## config.mk

```make
export PLATFORM = sky130hd
export DESIGN_NAME = emw_ext_mem_ctrl
export DESIGN_NICKNAME = d
export VERILOG_FILES = /design/src/logic/emw_wait_counter.v /design/src/logic/emw_ext_mem_ctrl.v
export VERILOG_INCLUDE_DIRS = /design/src /design/src/logic
export SDC_FILE = /design/constraint.sdc
export NUM_CORES = 1
export LEC_CHECK = 0
export BUFFER_PORTS_ARGS = -buffer_cell sky130_fd_sc_hd__buf_4
export CAP_MARGIN = 20
export CORE_MARGIN = 1
export CORE_UTILIZATION = 54
export DETAILED_ROUTE_END_ITERATION = 10
export PLACE_DENSITY = 0.85
export SYNTH_ARGS = -nofsm -noshare
export SYNTH_HDL_FRONTEND = slang
export SYNTH_SLANG_ARGS = --single-unit
export TNS_END_PERCENT = 50
```

## constraint.sdc

```tcl
create_clock -name core_clk -period 4.62 [get_ports core_clk]
set_clock_uncertainty 0.1 [all_clocks]
set_input_delay 0.693 -clock core_clk [delete_from_list [all_inputs] [get_ports core_clk]]
set_output_delay 0.693 -clock core_clk [all_outputs]
set_load 0.05 [all_outputs]
```

## src/logic/emw_regs.vh

```
// Purpose: constants for the external memory wait and spurious read block
// Assumes: register file style access, byte wide
// Notes: definitions only
`ifndef EMW_REGS_VH
`define EMW_REGS_VH
`define EMW_WCR_ADDR 8'hfc
`define EMW_WCR_RESET 8'h7f
`define EMW_WCR_RSVD_BIT 7
`define EMW_WCR_TMODE_BIT 6
`define EMW_WCR_DW_HI 5
`define EMW_WCR_DW_LO 3
`define EMW_WCR_PW_HI 2
`define EMW_WCR_PW_LO 0
`define EMW_WAIT_W 3
`define EMW_ZERO_WAIT 3'h0
`define EMW_ONE 3'h1
// spurious operation codes
`define EMW_OP_NONE 4'h0
`define EMW_OP_DIV 4'h1
`define EMW_OP_MOVE 4'h2
`define EMW_OP_POP 4'h3
`define EMW_OP_USER_STACK_BYTE_PULL 4'h4
`define EMW_OP_SYSTEM_STACK_WORD_PULL 4'h5
`define EMW_OP_USER_STACK_WORD_PULL 4'h6
`define EMW_OP_RET 4'h7
`define EMW_OP_INTERRUPT_EXIT_INSTRUCTION 4'h8
`define EMW_OP_SLEEP 4'h9
`define EMW_OP_HALT 4'ha
`define EMW_OP_CALLI 4'hb
`define EMW_CNT_RET 2'h2
`define EMW_CNT_INTERRUPT_EXIT_INSTRUCTION 2'h3
`define EMW_CNT_SLEEP 2'h2
`define EMW_CNT_ONE 2'h1
`endif

```

## src/logic/emw_wait_counter.v

```verilog
// Purpose: counts wait cycles of one external bus access
// Assumes: tick is one internal base clock period
// Notes: loaded at access start, stretched while external wait is low
`timescale 1ns/1ns
`default_nettype none
`include "emw_regs.vh"
module emw_wait_counter (
  input wire core_clk,
  input wire reset,
  input wire clkEn,
  input wire load,
  input wire [`EMW_WAIT_W-1:0] loadValue,
  input wire waitLowSample,
  input wire waitSampleEn,
  output reg busy
);
  reg [`EMW_WAIT_W-1:0] remain;
  always @(posedge core_clk) begin
    if (reset) begin
      remain <= `EMW_ZERO_WAIT;
      busy <= 1'b0;
    end else if (clkEn) begin
      if (load) begin
        remain <= loadValue;
        busy <= 1'b1;
      end else if (busy) begin
        // external wait low adds a cycle and freezes the count
        if (waitSampleEn && waitLowSample) begin
          remain <= remain;
        end else if (remain != `EMW_ZERO_WAIT) begin
          remain <= remain - `EMW_ONE;
        end else begin
          busy <= 1'b0;
        end
      end
    end
  end
endmodule // emw_wait_counter
`default_nettype wire

```

## src/logic/emw_ext_mem_ctrl.v

```verilog
// Purpose: external bus cycles with programmed waits and spurious reads
// Assumes: core_clk ticks are internal base clock periods, 10 MHz
// Notes: one access in flight at a time; requests while busy are dropped
//
// Operation
// - divide refetches following code byte, program space
// - no refetch on divide overflow or zero trap
// - post-increment move reads destination before writing
// - internal byte pop reads data at stack pointer
// - word pop reads only for high byte
// - subroutine exit reads twice at system pointer
// - interrupt exit reads three times at system pointer
// - stack high bytes updated, software treats reserved
// - sleep instruction prefetches the following code byte twice
// - halt, indirect call prefetch one code byte
// - spurious reads look like normal bus cycles
// - wait control top bit reads zero
// - data wait field adds 0-7 cycles, reset 7
// - program wait field adds 0-7 cycles, reset 7
// - waits counted in internal base clock periods
// - clearing timer mode bit selects watchdog
// - wait input sampled low adds one cycle
// - on-chip memory accesses take no waits
`timescale 1ns/1ns
`default_nettype none
`include "emw_regs.vh"
module emw_ext_mem_ctrl (
  input wire core_clk,
  input wire reset,
  input wire clkEn,
  // register file port
  input wire regWr,
  input wire regRd,
  input wire [7:0] regAddr,
  input wire [7:0] regWdata,
  output reg [7:0] regRdata,
  // core access request
  input wire accReq,
  input wire accWrite,
  input wire accProgram,
  input wire accOnChip,
  input wire [15:0] accAddr,
  input wire [7:0] accWdata,
  // spurious read event from the sequencer
  input wire [3:0] spurOp,
  input wire divOverflow,
  input wire divZeroTrap,
  input wire [15:0] codeAddr,
  input wire [15:0] destAddr,
  input wire destProgram,
  input wire [7:0] sysSpLow,
  input wire [7:0] userSpLow,
  input wire [7:0] sysSpHighIn,
  input wire [7:0] userSpHighIn,
  // external bus
  input wire waitEnable,
  input wire waitInLow,
  input wire [7:0] extRdata,
  output reg addressLatchStrobeLow,
  output reg dataPhaseStrobeLow,
  output reg readWriteLow,
  output reg programDataSel,
  output reg [15:0] extAddr,
  output reg [7:0] extWdata,
  output reg [7:0] extDataOutEnLow,
  // results
  output reg accDone,
  output reg [7:0] accRdata,
  output reg timerModeSelect,
  output reg [7:0] sysStackHigh,
  output reg [7:0] userStackHigh
);
  localparam ST_IDLE = 4'b0001;
  localparam ST_ADDR = 4'b0010;
  localparam ST_WAIT = 4'b0100;
  localparam ST_END = 4'b1000;

  reg [3:0] state;
  reg [6:0] waitCtl;
  reg [1:0] spurLeft;
  reg [15:0] spurAddr;
  reg spurProg;
  reg curSpur;
  reg curWrite;
  reg pendMove;
  reg [15:0] moveAddr;
  reg [7:0] moveData;
  reg moveProg;
  reg loadWait;
  reg [`EMW_WAIT_W-1:0] waitValue;
  wire waitBusy;

  // full byte kept for the reset value; the reserved top bit has no storage
  localparam [7:0] WCR_RESET = `EMW_WCR_RESET;

  wire [`EMW_WAIT_W-1:0] dataWait = waitCtl[`EMW_WCR_DW_HI:`EMW_WCR_DW_LO];
  wire [`EMW_WAIT_W-1:0] progWait = waitCtl[`EMW_WCR_PW_HI:`EMW_WCR_PW_LO];
  wire wcrHit = (regAddr == `EMW_WCR_ADDR);

  // decoded register strobes
  // only one register lives here, so other addresses read back zero
  wire wcrWrite = regWr && wcrHit;
  wire wcrRead = regRd && wcrHit;
  wire otherRead = regRd && !wcrHit;

  // stored part of the wait control word, reserved bit dropped
  wire [6:0] wcrWriteValue = regWdata[`EMW_WCR_TMODE_BIT:0];

  // read image with the reserved bit forced low
  wire [7:0] wcrReadValue = {1'b0, waitCtl};

  // hazard: a wait field changed while a cycle is in flight
  // only affects the next access, the count is latched at start

  emw_wait_counter waitCount (
    .core_clk(core_clk),
    .reset(reset),
    .clkEn(clkEn),
    .load(loadWait),
    .loadValue(waitValue),
    .waitLowSample(waitInLow),
    .waitSampleEn(waitEnable),
    .busy(waitBusy)
  );

  // register file access
  always @(posedge core_clk) begin
    if (reset) begin
      waitCtl <= WCR_RESET[6:0];
      regRdata <= 8'h00;
      timerModeSelect <= WCR_RESET[`EMW_WCR_TMODE_BIT];
    end else if (clkEn) begin
      if (wcrWrite) begin
        waitCtl <= wcrWriteValue;
        timerModeSelect <= regWdata[`EMW_WCR_TMODE_BIT];
      end
      if (wcrRead) begin
        regRdata <= wcrReadValue;
      end else if (otherRead) begin
        regRdata <= 8'h00;
      end
    end
  end

  // spurious read scheduling
  always @(posedge core_clk) begin
    if (reset) begin
      spurLeft <= 2'h0;
      spurAddr <= 16'h0000;
      spurProg <= 1'b0;
      sysStackHigh <= 8'h00;
      userStackHigh <= 8'h00;
      pendMove <= 1'b0;
      moveAddr <= 16'h0000;
      moveData <= 8'h00;
      moveProg <= 1'b0;
    end else if (clkEn) begin
      if (state == ST_ADDR && curSpur && spurLeft != 2'h0)
        spurLeft <= spurLeft - `EMW_CNT_ONE;
      if (state == ST_ADDR && pendMove && curSpur && spurLeft == `EMW_CNT_ONE)
        pendMove <= 1'b1;
      else if (state == ST_ADDR && !curSpur)
        pendMove <= 1'b0;
      case (spurOp)
        `EMW_OP_DIV: begin
          if (!divOverflow && !divZeroTrap) begin
            spurLeft <= `EMW_CNT_ONE;
            spurAddr <= codeAddr;
            spurProg <= 1'b1;
          end
        end
        `EMW_OP_MOVE: begin
          spurLeft <= `EMW_CNT_ONE;
          spurAddr <= destAddr;
          spurProg <= destProgram;
          pendMove <= 1'b1;
          moveAddr <= destAddr;
          moveData <= accWdata;
          moveProg <= destProgram;
        end
        `EMW_OP_POP, `EMW_OP_SYSTEM_STACK_WORD_PULL, `EMW_OP_RET, `EMW_OP_INTERRUPT_EXIT_INSTRUCTION: begin
          // word pops read once, on the high byte only
          spurLeft <= (spurOp == `EMW_OP_RET) ? `EMW_CNT_RET :
                      (spurOp == `EMW_OP_INTERRUPT_EXIT_INSTRUCTION) ? `EMW_CNT_INTERRUPT_EXIT_INSTRUCTION :
                      `EMW_CNT_ONE;
          spurAddr <= {sysSpHighIn, sysSpLow};
          spurProg <= 1'b0;
          sysStackHigh <= sysSpHighIn;
        end
        `EMW_OP_USER_STACK_BYTE_PULL, `EMW_OP_USER_STACK_WORD_PULL: begin
          spurLeft <= `EMW_CNT_ONE;
          spurAddr <= {userSpHighIn, userSpLow};
          spurProg <= 1'b0;
          userStackHigh <= userSpHighIn;
        end
        `EMW_OP_SLEEP: begin
          spurLeft <= `EMW_CNT_SLEEP;
          spurAddr <= codeAddr;
          spurProg <= 1'b1;
        end
        `EMW_OP_HALT, `EMW_OP_CALLI: begin
          spurLeft <= `EMW_CNT_ONE;
          spurAddr <= codeAddr;
          spurProg <= 1'b1;
        end
        default: begin
        end
      endcase
    end
  end

  // bus cycle sequencer
  always @(posedge core_clk) begin
    if (reset) begin
      state <= ST_IDLE;
      curSpur <= 1'b0;
      curWrite <= 1'b0;
      loadWait <= 1'b0;
      waitValue <= `EMW_ZERO_WAIT;
      addressLatchStrobeLow <= 1'b1;
      dataPhaseStrobeLow <= 1'b1;
      readWriteLow <= 1'b1;
      programDataSel <= 1'b1;
      extAddr <= 16'h0000;
      extWdata <= 8'h00;
      extDataOutEnLow <= 8'hff;
      accDone <= 1'b0;
      accRdata <= 8'h00;
    end else if (clkEn) begin
      loadWait <= 1'b0;
      accDone <= 1'b0;
      case (state)
        ST_IDLE: begin
          // spurious reads go first, then the move's write, then core requests
          if (spurLeft != 2'h0) begin
            curSpur <= 1'b1;
            curWrite <= 1'b0;
            extAddr <= spurAddr;
            programDataSel <= spurProg;
            waitValue <= spurProg ? progWait : dataWait;
            addressLatchStrobeLow <= 1'b0;
            state <= ST_ADDR;
          end else if (pendMove) begin
            curSpur <= 1'b0;
            curWrite <= 1'b1;
            extAddr <= moveAddr;
            extWdata <= moveData;
            programDataSel <= moveProg;
            waitValue <= moveProg ? progWait : dataWait;
            addressLatchStrobeLow <= 1'b0;
            state <= ST_ADDR;
          end else if (accReq && accOnChip) begin
            accDone <= 1'b1;
          end else if (accReq) begin
            curSpur <= 1'b0;
            curWrite <= accWrite;
            extAddr <= accAddr;
            extWdata <= accWdata;
            programDataSel <= accProgram;
            waitValue <= accProgram ? progWait : dataWait;
            addressLatchStrobeLow <= 1'b0;
            state <= ST_ADDR;
          end
        end
        ST_ADDR: begin
          addressLatchStrobeLow <= 1'b1;
          dataPhaseStrobeLow <= 1'b0;
          readWriteLow <= ~curWrite;
          extDataOutEnLow <= curWrite ? 8'h00 : 8'hff;
          loadWait <= 1'b1;
          state <= ST_WAIT;
        end
        ST_WAIT: begin
          if (!loadWait && !waitBusy)
            state <= ST_END;
        end
        ST_END: begin
          dataPhaseStrobeLow <= 1'b1;
          readWriteLow <= 1'b1;
          extDataOutEnLow <= 8'hff;
          // spurious data is discarded
          if (!curSpur) begin
            accDone <= 1'b1;
            accRdata <= curWrite ? accRdata : extRdata;
          end
          state <= ST_IDLE;
        end
        default: state <= ST_IDLE;
      endcase
    end
  end
endmodule // emw_ext_mem_ctrl
`default_nettype wire

```

==> results.sh <==
export IMPL_clock_path_buffers=2
export IMPL_first_pass_iters=5
export IMPL_rows=37
export IMPL_via_per_inst=5.89
export IMPL_r2r_start="pendMove"
export IMPL_netlist_instances=673
export IMPL_drtIter0Drc=415
export IMPL_vias=5798
export IMPL_numCtsBuffers=17
export IMPL_critPathMaxFanout=29
export IMPL_coreArea_um2=10300
export IMPL_final_nets=969
export IMPL_powerDensity_nw_per_um2=381
export IMPL_cp_arrival_ns=2.86
export IMPL_setup_violations=0
export IMPL_fin_util_pct=75.6
export IMPL_r2r_end="waitValue[0]"
export IMPL_synth_edf_count=0
export IMPL_tns_ns=0
export IMPL_antenna_found_initial=0
export IMPL_hold_path_class="in2reg"
export IMPL_clkTransAtPathRegs_ns=0.06
export IMPL_synth_flop_cell="dfxtp_1"
export IMPL_drt_wirelength_per_cell_um=16.9
export IMPL_die_area_um2=11100
export IMPL_clock_sinks=126
export IMPL_yosysWarnings=0
export IMPL_use_met3_pct=6.37
export IMPL_finalMaxSlewViolations=0
export IMPL_final_cell_mix="203 x buf_4, 133 x nand2_1, 125 x dfxtp_1, 72 x a21oi_1, 57 x nor2_1"
export IMPL_endpoint_kind="flip-flop"
export IMPL_fin_crit_sh_pct=55.0
export IMPL_start_util_pct=55.9
export IMPL_drive_gt1_share_pct=30.6
export IMPL_fin_crit_ns=2.54
export IMPL_synth_nets=806
export IMPL_grt_max_degree=76
export IMPL_chipWidth_um=105
export IMPL_instances_no_fill=985
export IMPL_die_h_um=105
export IMPL_ff2ff_path_depth=4
export IMPL_synth_top_family_by_area="compound AO/OA/AOI/OAI gates"
export IMPL_synth_simple_area_share_pct=19.3
export IMPL_status="completed"
export IMPL_syn_mean_instance_area_um2=8.58
export IMPL_netlist_area_um2=5770
export IMPL_synth_cell_types=60
export IMPL_cp_required_ns=4.94
export IMPL_grtUsageTotal_pct=29.6
export IMPL_crit_type="reg2reg"
export IMPL_placedCellCount=951
export IMPL_syn2layout_area_growth_pct=35.1
export IMPL_leakage_nw=3.19
export IMPL_slew_headroom_pct=25.3
export IMPL_htreeDepth=4
export IMPL_postCtsSetupBuffers=0
export IMPL_synth_compound_area_share_pct=23.7
export IMPL_dp_slack_ns=1.81
export IMPL_grt_use_met1_pct=35.4
export IMPL_synth_xor_area_share_pct=0.152
export IMPL_drc_errors=0
export IMPL_diodes=0
export IMPL_gp_congestion=0.841
export IMPL_ys_seq_area_share_pct=43.7
export IMPL_cts_tree="built"
export IMPL_hold_viol_final=0
export IMPL_pin_count=200
export IMPL_reg2reg_setup_slack_ns=2.08
export IMPL_synth_adder_area_share_pct=0.650
export IMPL_worstMarginPinSlew_ns=1.12
export IMPL_drt_total_wl_mm=16.6
export IMPL_synthArstFlopShare_pct=0
export IMPL_crit_end="waitValue[0]"
export IMPL_postCtsHoldBufs=0
export IMPL_power_mw=2.97
export IMPL_grt_pass1_wl_mm=26.0
export IMPL_setup_ws_ns=2.08
export IMPL_final_common_cell="buf_4"
export IMPL_dp_final_hpwl_mm=11.2
export IMPL_clockRootBuffer="clkbuf_8"
export IMPL_grt_busiest_layer="met2"
export IMPL_portBuffers=197
export IMPL_synth_mux_area_share_pct=6.61
export IMPL_max_freq_mhz=394
export IMPL_rsz0062_at_grt="no"
export IMPL_start_kind="flip-flop"
export IMPL_cp_startpoint="pendMove"
export IMPL_antenna_left=0
export IMPL_cap_violations=0
export IMPL_clock_latency_ns=0.52
export IMPL_ys_seq_elements=126
export IMPL_cts_resized_gates=0
export IMPL_grt_ovfl_total=0
export IMPL_grtUsageMet2_pct=51.2
export IMPL_peakVddDrop_uv=196
export IMPL_grt_pass1_vias=5486
==> layout make-up <==
class	instances	area [um^2]
inverter	9	33.8
timing repair buffer	205	1540
multi-input combinational	477	2920
fill	746	2520
clock inverter	14	191
tap	136	170
clock buffer	18	418
sequential	126	2520
==> metrics by stage <==
step	area (um^2)	hold slack (ns)
after floorplan	5770	0.333
after global placement	7170	0.341
after detailed placement	7170	0.346
after CTS	7780	0.258
after global routing	7800	0.251
final	7800	0.277
==> cell usage after synthesis, types with 10 or more instances <==
master	n	area share, %
nand2_1	133	8.6
dfxtp_1	126	44
a21oi_1	72	6.2
nor2_1	57	3.7
mux2i_1	37	6.4
clkbuf_1	35	2.3
o211ai_1	19	2.5
a222oi_1	16	2.8
a211oi_1	13	1.7
o21ai_0	13	1.1
a311oi_2	11	2.9
buf_4	11	1.4
and2_1	10	1.1
nand3_1	10	0.87
==> logic make-up after synthesis <==
kind of cell / count (synthesis)
XOR/XNOR: 1
AND/OR/NAND/NOR: 247
multiplexers: 38
buffers and inverters: 70
other: 1
AO/OA/AOI/OAI: 187
flip-flops: 126
adder cells (fa/ha/maj): 3
==> flip-flops by register name (all words and copies together), names as in the netlist, 2 cells and up <==
register / count
extWdata: 8
waitCount.remain: 3
regRdata: 7
waitValue: 3
moveData: 8
waitCtl: 6
spurAddr: 16
userStackHigh: 8
accRdata: 8
moveAddr: 16
spurLeft: 2
extAddr: 16
state: 4
sysStackHigh: 8
==> how the worst min path moves through the flow <==
stage | from | to | slack (ns) | cells after the start
after detailed placement | moveData[1] | moveData[1] | 0.35 | 2
after global placement | moveData[3] | moveData[3] | 0.34 | 2
final | regWdata[0] | waitCtl[0] | 0.28 | 2
after floorplan | moveProg | moveProg | 0.33 | 2
after CTS | regWdata[0] | waitCtl[0] | 0.26 | 2
after global routing | regWdata[5] | waitCtl[5] | 0.25 | 2
==> layer usage <==
metal | part of all wire (%) | vias to the layer above
met5 | 0 | -
li1 | - | 2740
met3 | 6.7 | 35
met1 | 41 | 2763
met4 | 2.5 | 0
met2 | 50 | 260
==> critical path: stages, from the launching register on <==
cell      delay, ns
dfxtp_2        0.93
mux2_2         0.41
mux2i_1        0.51
mux2i_1        0.20
a211oi_1       0.29
==> power breakdown <==
part | switching, mW | internal [mW]
Sequential | 0.0324 | 1.13
Combinational | 0.264 | 0.178
Clock | 0.488 | 0.876
Note: power is estimated with default switching activity, not from simulation.
